--- src/hw/dz_pkg.sv ---
// Shared constants, types and address decoding for the data-zone access link.
// Assumes both ends run on one clock and import this package whole.
package dz_pkg;

  // Status codes returned with every finished access.
  localparam logic [7:0] ST_OK = 8'h00;
  localparam logic [7:0] ST_MISCOMPARE = 8'h01;
  localparam logic [7:0] ST_PARSE = 8'h03;
  localparam logic [7:0] ST_EXEC = 8'h0f;

  // Per-slot access masks, one bit per slot index.
  localparam logic [15:0] PLAIN_WR_SLOTS = 16'ha300;
  localparam logic [15:0] ENC_WR_SLOTS = 16'h0060;
  localparam logic [15:0] PLAIN_RD_SLOTS = 16'hfd00;
  localparam logic [15:0] VALIDATE_SLOTS_DEFAULT = 16'hff00;

  // Validation nibble codes held in the top of the first stored byte.
  localparam logic [3:0] KEY_INVALID = 4'ha;
  localparam logic [3:0] KEY_VALID = 4'h5;

  // Slot geometry in 32-bit words.
  localparam logic [3:0] BIG_SLOT = 4'h8;
  localparam logic [3:0] SLOT8_LAST_BLK = 4'hc;
  localparam logic [3:0] SMALL_LAST_BLK = 4'h1;
  localparam logic [2:0] SMALL_LAST_OFF = 3'h0;
  localparam logic [3:0] LARGE_LAST_BLK = 4'h2;
  localparam logic [2:0] LARGE_LAST_OFF = 3'h1;
  localparam logic [8:0] SMALL_WORDS = 9'h009;
  localparam logic [8:0] LARGE_WORDS = 9'h012;
  localparam logic [8:0] BIG_BASE = 9'h048;
  localparam logic [8:0] LARGE_BASE = 9'h0b0;
  localparam int MEM_WORDS = 302;

  // Beats per transfer.
  localparam logic [3:0] BEATS_WORD = 4'h1;
  localparam logic [3:0] BEATS_BLOCK = 4'h8;
  localparam logic [3:0] BEATS_SMALL_TAIL = 4'h1;
  localparam logic [3:0] BEATS_LARGE_TAIL = 4'h2;

  // Key and message layout in bytes, key image sizes in 32-bit words.
  localparam logic [6:0] PAD_BYTES = 7'h04;
  localparam logic [6:0] COORD_BYTES = 7'h20;
  localparam logic [6:0] KEYGEN_PAD_BYTES = 7'h19;
  localparam logic [6:0] STORED_KEY_BYTES = 7'h48;
  localparam logic [6:0] KEYGEN_MSG_BYTES = 7'h59;
  localparam logic [6:0] CERT_MAX_BYTES = 7'h48;
  localparam logic [4:0] PUB_WORDS = 5'h12;
  localparam logic [4:0] PRIV_WORDS = 5'h09;

  // Link operations.
  typedef enum logic [2:0] {
    OP_READ, OP_WRITE, OP_ENC_WRITE, OP_VALIDATE, OP_INVALIDATE, OP_HASH_STORED, OP_HASH_KEYGEN
  } op_e;

  // Host-side formatting of a multi-word store.
  typedef enum logic [1:0] {FMT_RAW, FMT_PUB, FMT_PRIV, FMT_CERT} fmt_e;

  // Controller states of each end.
  typedef enum logic [2:0] {D_IDLE, D_WRITE, D_READ, D_STREAM, D_DONE} dev_state_e;
  typedef enum logic [2:0] {H_IDLE, H_REQ, H_DATA, H_WAIT, H_RESP} host_state_e;

  // Block field, whose width depends on the slot size group.
  function automatic logic [3:0] block_of(input logic [15:0] a);
    if (a[6:3] < BIG_SLOT) begin
      return {3'h0, a[8]};
    end else if (a[6:3] == BIG_SLOT) begin
      return a[11:8];
    end
    return {2'h0, a[9:8]};
  endfunction

  // True when block and offset lie inside the addressed slot and a block access starts at offset 0.
  function automatic logic addr_ok(input logic [15:0] a, input logic blk_acc);
    logic [3:0] b;
    logic ok;
    b = block_of(a);
    if (a[6:3] < BIG_SLOT) begin
      ok = (b == 4'h0) || (b == SMALL_LAST_BLK && a[2:0] <= SMALL_LAST_OFF);
    end else if (a[6:3] == BIG_SLOT) begin
      ok = (b <= SLOT8_LAST_BLK);
    end else begin
      ok = (b < LARGE_LAST_BLK) || (b == LARGE_LAST_BLK && a[2:0] <= LARGE_LAST_OFF);
    end
    return ok && !(blk_acc && a[2:0] != 3'h0);
  endfunction

  // Word beats moved by one transfer; a block access to a tail block moves only its valid words.
  function automatic logic [3:0] beats_of(input logic [15:0] a, input logic blk_acc);
    if (!blk_acc) begin
      return BEATS_WORD;
    end else if (a[6:3] < BIG_SLOT && block_of(a) == SMALL_LAST_BLK) begin
      return BEATS_SMALL_TAIL;
    end else if (a[6:3] > BIG_SLOT && block_of(a) == LARGE_LAST_BLK) begin
      return BEATS_LARGE_TAIL;
    end
    return BEATS_BLOCK;
  endfunction

  // First memory word of the addressed slot.
  function automatic logic [8:0] word_base(input logic [15:0] a);
    if (a[6:3] < BIG_SLOT) begin
      return 9'({5'h0, a[6:3]} * SMALL_WORDS);
    end else if (a[6:3] == BIG_SLOT) begin
      return BIG_BASE;
    end
    return 9'(LARGE_BASE + ({5'h0, a[6:3]} - 9'h009) * LARGE_WORDS);
  endfunction

  // Memory word addressed by slot, block and offset.
  function automatic logic [8:0] word_index(input logic [15:0] a);
    return 9'(word_base(a) + {2'h0, block_of(a), a[2:0]});
  endfunction

endpackage

--- src/hw/dz_link_if.sv ---
// Link between the host controller end and the data-zone device end.
// Assumes one shared clock; every signal but the host's address and block flag is driven from a flip-flop.
`timescale 1ns/100ps
`default_nettype none
interface dz_link_if;
  import dz_pkg::*;
  logic req_valid;
  op_e req_op;
  logic [15:0] req_addr;
  logic req_block;
  logic wr_valid;
  logic [31:0] wr_data;
  logic req_ready;
  logic rd_valid;
  logic [31:0] rd_data;
  logic done;
  logic [7:0] status;

  // Device end answers requests and owns the memory.
  modport dev (
    input req_valid, req_op, req_addr, req_block, wr_valid, wr_data,
    output req_ready, rd_valid, rd_data, done, status
  );

  // Host end issues requests and write beats.
  modport host (
    output req_valid, req_op, req_addr, req_block, wr_valid, wr_data,
    input req_ready, rd_valid, rd_data, done, status
  );
endinterface
`default_nettype wire

--- src/hw/dz_host.sv ---
// Host controller end: issues link requests, formats key and certificate images into
// single-word writes and collects read beats.
// Assumes the device end on the same clock answers on the link.
`timescale 1ns/100ps
`default_nettype none
module dz_host
  import dz_pkg::*;
(
  // Clock, reset and clock enable.
  input wire logic clk_in,
  input wire logic rst_in,
  input wire logic ce_in,
  // Link to the device end.
  dz_link_if.host link,
  // User command.
  input wire logic cmd_valid_in,
  input wire op_e cmd_op_in,
  input wire fmt_e cmd_fmt_in,
  input wire logic [15:0] cmd_addr_in,
  input wire logic cmd_block_in,
  input wire logic [6:0] cmd_len_in,
  input wire logic [575:0] src_in,
  output logic cmd_ready_out,
  // User response.
  output logic resp_valid_out,
  output logic [7:0] resp_status_out,
  output logic [255:0] resp_data_out
);

  host_state_e state, next_state;
  op_e op, next_op;
  fmt_e fmt, next_fmt;
  logic [15:0] addr, next_addr;
  logic blk, next_blk;
  logic [575:0] image, next_image;
  logic [4:0] nwords, next_nwords;
  logic [4:0] widx, next_widx;
  logic [3:0] cnt, next_cnt;
  logic [3:0] rcnt, next_rcnt;
  logic [3:0] nbeats;
  logic req_valid, next_req_valid;
  logic wr_valid, next_wr_valid;
  logic [31:0] wr_data, next_wr_data;
  logic next_cmd_ready, next_resp_valid;
  logic [7:0] next_resp_status;
  logic [255:0] next_resp_data;
  logic is_write;

  // Link outputs come from registers; address and block flag are muxed by the format.
  assign link.req_valid = req_valid;
  assign link.req_op = op;
  assign link.req_addr = (fmt == FMT_RAW) ? addr : {6'h0, widx[4:3], 1'b0, addr[6:3], widx[2:0]};
  assign link.req_block = (fmt == FMT_RAW) ? blk : 1'b0;
  assign link.wr_valid = wr_valid;
  assign link.wr_data = wr_data;

  // Word w of a 72-byte image, first word at the top.
  function automatic logic [31:0] img_word(input logic [575:0] img, input logic [4:0] w);
    return img[10'(575 - 32 * w) -: 32];
  endfunction

  // Builds the slot image for the chosen format.
  function automatic logic [575:0] build_image(input fmt_e f, input logic [575:0] s);
    case (f)
      FMT_PUB: return {32'h0000_0000, s[511:256], 32'h0000_0000, s[255:0]};
      FMT_PRIV: return {32'h0000_0000, s[255:0], 288'h0};
      default: return s;
    endcase
  endfunction

  assign nbeats = (fmt == FMT_RAW) ? beats_of(addr, blk) : BEATS_WORD;
  assign is_write = (op == OP_WRITE) || (op == OP_ENC_WRITE);

  // Next-state logic for the request sequencer.
  always_comb begin
    next_state = state;
    next_op = op;
    next_fmt = fmt;
    next_addr = addr;
    next_blk = blk;
    next_image = image;
    next_nwords = nwords;
    next_widx = widx;
    next_cnt = cnt;
    next_rcnt = rcnt;
    next_req_valid = req_valid;
    next_wr_valid = 1'b0;
    next_wr_data = wr_data;
    next_cmd_ready = cmd_ready_out;
    next_resp_valid = 1'b0;
    next_resp_status = resp_status_out;
    next_resp_data = resp_data_out;
    case (state)
      H_IDLE: begin
        if (cmd_valid_in && cmd_ready_out) begin
          next_cmd_ready = 1'b0;
          next_op = cmd_op_in;
          next_fmt = cmd_fmt_in;
          next_addr = cmd_addr_in;
          next_blk = cmd_block_in;
          next_image = build_image(cmd_fmt_in, src_in);
          next_widx = 5'h00;
          next_resp_data = 256'h0;
          next_resp_status = ST_OK;
          next_nwords = (cmd_fmt_in == FMT_PUB) ? PUB_WORDS :
            (cmd_fmt_in == FMT_PRIV) ? PRIV_WORDS : 5'(({1'b0, cmd_len_in} + 8'h03) >> 2);
          next_state = H_REQ;
          next_req_valid = 1'b1;
          // Public key image needs slot 8 or a large slot.
          if (cmd_fmt_in == FMT_PUB && cmd_addr_in[6:3] < BIG_SLOT) begin
            next_resp_status = ST_PARSE;
          end
          if (cmd_fmt_in == FMT_CERT && (cmd_len_in > CERT_MAX_BYTES || cmd_len_in == 7'h00)) begin
            next_resp_status = ST_PARSE;
          end
          if (next_resp_status != ST_OK) begin
            next_req_valid = 1'b0;
            next_state = H_RESP;
          end
        end
      end
      H_REQ: begin
        next_cnt = 4'h0;
        next_rcnt = 4'h0;
        if (link.req_ready) begin
          next_req_valid = 1'b0;
          next_state = H_WAIT;
          if (is_write) begin
            // First beat carries the lowest-address bytes.
            next_wr_valid = 1'b1;
            next_wr_data = img_word(image, (fmt == FMT_RAW) ? 5'h00 : widx);
            next_cnt = 4'h1;
            if (nbeats != BEATS_WORD) next_state = H_DATA;
          end
        end
      end
      H_DATA: begin
        next_wr_valid = 1'b1;
        next_wr_data = img_word(image, {1'b0, cnt});
        next_cnt = 4'(cnt + 4'h1);
        if (cnt == 4'(nbeats - 4'h1)) next_state = H_WAIT;
        if (link.done) begin
          next_wr_valid = 1'b0;
          next_resp_status = link.status;
          next_state = H_RESP;
        end
      end
      H_WAIT: begin
        if (link.rd_valid) begin
          next_resp_data[9'(255 - 32 * rcnt) -: 32] = link.rd_data;
          next_rcnt = 4'(rcnt + 4'h1);
        end
        if (link.done) begin
          next_resp_status = link.status;
          next_state = H_RESP;
          if (fmt != FMT_RAW && link.status == ST_OK && 5'(widx + 5'h01) < nwords) begin
            next_widx = 5'(widx + 5'h01);
            next_req_valid = 1'b1;
            next_state = H_REQ;
          end
        end
      end
      H_RESP: begin
        next_resp_valid = 1'b1;
        next_cmd_ready = 1'b1;
        next_state = H_IDLE;
      end
      default: next_state = H_IDLE;
    endcase
  end

  // Sequencer registers.
  always_ff @(posedge clk_in) begin
    if (rst_in) begin
      state <= H_IDLE;
      op <= OP_READ;
      fmt <= FMT_RAW;
      addr <= 16'h0000;
      blk <= 1'b0;
      image <= 576'h0;
      nwords <= 5'h00;
      widx <= 5'h00;
      cnt <= 4'h0;
      rcnt <= 4'h0;
      req_valid <= 1'b0;
      wr_valid <= 1'b0;
      wr_data <= 32'h0000_0000;
      cmd_ready_out <= 1'b1;
      resp_valid_out <= 1'b0;
      resp_status_out <= 8'h00;
      resp_data_out <= 256'h0;
    end else if (ce_in) begin
      state <= next_state;
      op <= next_op;
      fmt <= next_fmt;
      addr <= next_addr;
      blk <= next_blk;
      image <= next_image;
      nwords <= next_nwords;
      widx <= next_widx;
      cnt <= next_cnt;
      rcnt <= next_rcnt;
      req_valid <= next_req_valid;
      wr_valid <= next_wr_valid;
      wr_data <= next_wr_data;
      cmd_ready_out <= next_cmd_ready;
      resp_valid_out <= next_resp_valid;
      resp_status_out <= next_resp_status;
      resp_data_out <= next_resp_data;
    end
  end

endmodule // dz_host
`default_nettype wire

--- src/flat_wrapper.sv ---
// flat-port wrapper written by rule: the top's interface ports become plain ports
module dz_host_flat import dz_pkg::*;
  (clk_in, rst_in, ce_in, cmd_valid_in, cmd_op_in, cmd_fmt_in, cmd_addr_in, cmd_block_in, cmd_len_in, src_in, cmd_ready_out, resp_valid_out, resp_status_out, resp_data_out, link_req_valid, link_req_op, link_req_addr, link_req_block, link_wr_valid, link_wr_data, link_req_ready, link_rd_valid, link_rd_data, link_done, link_status);
  dz_link_if link_i ();
  input wire logic clk_in;
  input wire logic rst_in;
  input wire logic ce_in;
  input wire logic cmd_valid_in;
  input wire op_e cmd_op_in;
  input wire fmt_e cmd_fmt_in;
  input wire logic [15:0] cmd_addr_in;
  input wire logic cmd_block_in;
  input wire logic [6:0] cmd_len_in;
  input wire logic [575:0] src_in;
  output logic cmd_ready_out;
  output logic resp_valid_out;
  output logic [7:0] resp_status_out;
  output logic [255:0] resp_data_out;
  output wire logic [$bits(link_i.req_valid)-1:0] link_req_valid;
  output wire logic [$bits(link_i.req_op)-1:0] link_req_op;
  output wire logic [$bits(link_i.req_addr)-1:0] link_req_addr;
  output wire logic [$bits(link_i.req_block)-1:0] link_req_block;
  output wire logic [$bits(link_i.wr_valid)-1:0] link_wr_valid;
  output wire logic [$bits(link_i.wr_data)-1:0] link_wr_data;
  input wire logic [$bits(link_i.req_ready)-1:0] link_req_ready;
  input wire logic [$bits(link_i.rd_valid)-1:0] link_rd_valid;
  input wire logic [$bits(link_i.rd_data)-1:0] link_rd_data;
  input wire logic [$bits(link_i.done)-1:0] link_done;
  input wire logic [$bits(link_i.status)-1:0] link_status;
  assign link_req_valid = link_i.req_valid;
  assign link_req_op = link_i.req_op;
  assign link_req_addr = link_i.req_addr;
  assign link_req_block = link_i.req_block;
  assign link_wr_valid = link_i.wr_valid;
  assign link_wr_data = link_i.wr_data;
  assign link_i.req_ready = link_req_ready;
  assign link_i.rd_valid = link_rd_valid;
  assign link_i.rd_data = link_rd_data;
  assign link_i.done = link_done;
  assign link_i.status = link_status;
  dz_host u_core (.clk_in(clk_in), .rst_in(rst_in), .ce_in(ce_in), .link(link_i), .cmd_valid_in(cmd_valid_in), .cmd_op_in(cmd_op_in), .cmd_fmt_in(cmd_fmt_in), .cmd_addr_in(cmd_addr_in), .cmd_block_in(cmd_block_in), .cmd_len_in(cmd_len_in), .src_in(src_in), .cmd_ready_out(cmd_ready_out), .resp_valid_out(resp_valid_out), .resp_status_out(resp_status_out), .resp_data_out(resp_data_out));
endmodule
--- config.mk ---
export PLATFORM = sky130hd
export DESIGN_NAME = dz_host_flat
export DESIGN_NICKNAME = d
export VERILOG_FILES = /design/src/hw/dz_pkg.sv /design/src/hw/dz_link_if.sv /design/src/hw/dz_host.sv /design/src/flat_wrapper.sv
export SDC_FILE = /design/constraint.sdc
export NUM_CORES = 2
export LEC_CHECK = 0
export ABC_CLOCK_PERIOD_IN_PS = 3750
export BUFFER_PORTS_ARGS = -buffer_cell sky130_fd_sc_hd__buf_4
export CORE_AREA = 2 2 373 375
export CTS_BUF_LIST = sky130_fd_sc_hd__clkbuf_2 sky130_fd_sc_hd__clkbuf_4 sky130_fd_sc_hd__clkbuf_8
export CTS_CLUSTER_DIAMETER = 150
export DETAILED_ROUTE_END_ITERATION = 8
export DIE_AREA = 0 0 375 377
export GPL_TIMING_DRIVEN = 0
export PLACE_DENSITY = 0.53
export SYNTH_ARGS = -nofsm -noshare
export SYNTH_HDL_FRONTEND = slang
export SYNTH_SLANG_ARGS = --single-unit
--- constraint.sdc ---
create_clock -name clk_in -period 3.75 [get_ports clk_in]
set_input_delay 0.5625 -clock clk_in [delete_from_list [all_inputs] [get_ports clk_in]]
set_output_delay 0.5625 -clock clk_in [all_outputs]
set_load 0.02 [all_outputs]
==> reports/summary.txt <==
Status: finished, violations left
Failing checks: setup timing
Boundary Pins: 972
Largest net degree at the start of global routing: 17
R2R Path Start: u_core.fmt[1]
CTS H-tree lvls: 4
Clk pin slew, worst setup/hold paths: 70 ps
Design area: 60070 sq um
Arrival @ worst endpoint: 4610 ps
Grt met2 use: 59.00%
R2R Setup Slk: -0.7 ps
Clock share of power: 37.8%
Worst-Margin Slew: 1458 ps
Logic gate share of total power: 23.8%
First-pass GRT wire length: 370.1 mm
Total gr overflow: 0
Total Wirelength: 272.5 mm
Hold Fails Final Rpt: 0
Seq pwr share: 38.3%
Sw Share: 35.59%
Cells on worst reg2reg path: 11
Vias in the first global route: 48630
Number of DRC markers in iteration 0: 6021
Total Neg Setup Slack: -0.7345 ps
Final setup margin: -0.7345 ps
Final hold slack: 60.34 ps
Vias: 50990
Max Slew Vio Count: 0
Worst IR drop on VDD: 0.3110 mV
Routing usage on met3: 9.987%
Mapped cell area: 42430 sq um
Clock Skew: 59.24 ps
Global Route Usage Sum: 36.94%
Crit path required time: 4610 ps
Post-synth EDFFs: 0
CP startpoint kind: input pin
HP Class: input pin to flop
Vias per cell: 5.652
Port Buffers: 939
FMAX: 266.6 MHz
DP HPWL: 222.2 mm
Antenna violations before repair: 48
Area leader, netlist: dfxtp_1
Worst Setup End Kind: flop
Share of layout cells above drive strength 1: 20.88%
Met1 usage: 45.92%
Final core occ: 43.85%
#FFs+latches synth: 919
LEAKAGE: 0.02292 uW
Die X: 375 um
Register Area: 18400 sq um
Post-route ant nets: 0
DIE HEIGHT: 377 um
Internal: 18330 uW
Area contributors post-synth: dfxtp_1 43%, nand2_1 13%, a21oi_1 8.5%, a22oi_1 7.9%, nand3_1 5.1%
Syn Inst Count: 5558
Crit path time final: 3751 ps
Wire per inst: 30.21 um
Post-Syn Area per Cell: 7.634 sq um
Core area: 137000 sq um
Crit-path max FO: 10
Ys async rst share: 0%
Primary FF master, synth: dfxtp_1
Area of the die: 141400 sq um
P_sw: 10130 uW
Hold Path Depth: 5
Cell variety after synth: 60
Clock Sinks: 919
Min-delay src: src_in[398]
DRT Pass-1 Iters: 6
Ys Warns: 0
Worst skew pair latency: 960 ps
Register area share after synthesis: 43.36%
WHS Endpoint: u_core.image[398]
Critical path class: input pin to flop
TritonCTS clock tree: done
NumNets Final: 7753
Starting density of the core: 30.98%
Fillcell total: 14040
Cell Area, Placed: 51750 sq um
# rows: 136
Root Driver: clkbuf_8
Max_slew headroom: 2.787%
Final setup vio count: 1
# DRC: 0
PD cells: 473.7 nW/um^2
Final Cycle Share: 100.0%
Multi-input logic area: 22000 sq um
Max Cap Viol: 0
Share of the synthesized area in the top cell type: 43.36%
Busiest grt layer: met2
CTS Buffer Depth: 3
TritonCTS Buffers: 168
RePlAce Congestion: 1.023
RR Endpoint: u_core.link.wr_data[5]
Area growth syn-to-layout: 41.57%
Syn_nets: 6228
## power by group through the flow
stage	clock [uW]	combinational [uW]	sequential, uW
detailed placement	0	6140	11100
global route	11200	7100	11000
global placement	0	6120	11100
CTS	10800	6560	10900
finish	10800	6780	10900
floorplan	0	3100	10900
## cell families after synthesis
family          synth area share (%)
compound gates                 22.73
xor+xnor                      0.3479
fa+ha+maj                     0.5308
simple gates                   21.65
flops                          43.36
buf+inv                        5.597
mux                            5.788
## registers in the layout, indices dropped and copies added (netlist names), 4 cells and up
signal                  count
u_core.image              576
u_core.resp_data_out      256
u_core.link.wr_data        32
u_core.addr                16
u_core.resp_status_out      8
u_core.nwords               5
u_core.widx                 5
u_core.cnt                  4
u_core.rcnt                 4
## through the flow
step | std cells | total power, uW | setup slack [ps]
2_1_floorplan | 5558 | 14010 | 308.6
6_report | 9022 | 28460 | -0.7345
4_1_cts | 9001 | 28240 | 2.906
5_1_grt | 9015 | 29270 | -46.25
3_5_place_dp | 8292 | 17220 | -1722
3_3_place_gp | 8291 | 17190 | -1673
## Yosys cell counts (3+ instances only)
cell type and n:
a211oi_1 9, o21ai_0 296, or3_1 3, o21ai_1 9, nor2_1 265, nand2b_1 5
nand4_1 4, or4_1 3, xor2_1 5, buf_4 8, dfxtp_1 919, inv_1 14
mux4_2 62, buf_6 9, a21oi_1 721, mux2_2 31, a31oi_1 32, buf_1 43
nand2_1 1446, clkbuf_2 30, mux2i_1 71, or2_2 3, clkbuf_1 441, nor4_1 6
and2_1 13, o21a_1 8, a32oi_1 32, ha_1 18, nor2b_1 9, buf_2 38
a32o_1 31, xnor2_1 10, nor3_1 48, nand3_1 431, a21o_1 3, a22oi_1 448
## cells in the final DEF (no fill, tap or decap), types with 57 or more instances in the layout
cell type      synthesis  routed
clkbuf_8               0     212
a21oi_1              721     720
clkbuf_2              30      57
nor2_1               265     264
mux2i_1               71      71
a22oi_1              448     448
mux4_2                62      62
dlygate4sd3_1          0     412
nand2_1             1446    1446
buf_4                  8     953
nand3_1              431     431
clkbuf_1             441     402
o21ai_0              296     294
dfxtp_1              919     917
## final cells by class
type / count / share of cell area (%)
well taps: 1794 / 3.737
clock inverters: 44 / 0.8040
inverters: 15 / 0.09373
multi-input cells: 4055 / 36.62
flip-flops and latches: 919 / 30.63
diodes: 21 / 0.08748
plain buffers: 568 / 4.014
clock buffers: 250 / 5.322
repair buffers: 1356 / 18.70
## timing repair
action | CTS | global route
gates resized for setup | 70 | 51
pin swaps | 1 | 1
buffers inserted | 3 | 1
endpoints found under the hold margin | 436 | 0
hold buffers | 412 | 0
setup endpoints to repair | 336 | 170
## worst max-delay path, stage by stage
cell      delay (ps)
buf_4            150
inv_1             60
ha_1             270
clkbuf_1         610
clkbuf_2         500
clkbuf_1         650
clkbuf_2         600
clkbuf_1         600
nand2_1          100
o21ai_0          190
nand2_1          110
a21oi_1          170
## worst max path at each step
stage,startpoint,end,slack (ps),cells past startpoint
after detailed placement,u_core.fmt[0],u_core.link.wr_data[12],-1720,12
after CTS,u_core.state[0],u_core.image[255],3,9
final,cmd_fmt_in[0],u_core.image[395],-0.7,12
after floorplan,u_core.state[2],u_core.link.wr_data[12],310,13
after global routing,u_core.state[0],u_core.image[169],-50,9
after global placement,u_core.fmt[0],u_core.link.wr_data[12],-1670,12
## layer usage
layer	vias to the layer above	wire length (um)
met5	-	221
met1	24720	105700
met3	669	29000
met2	3074	122800
met4	32	14860
li1	22490	-
No activity file was read; power rests on OpenSTA's default activity.
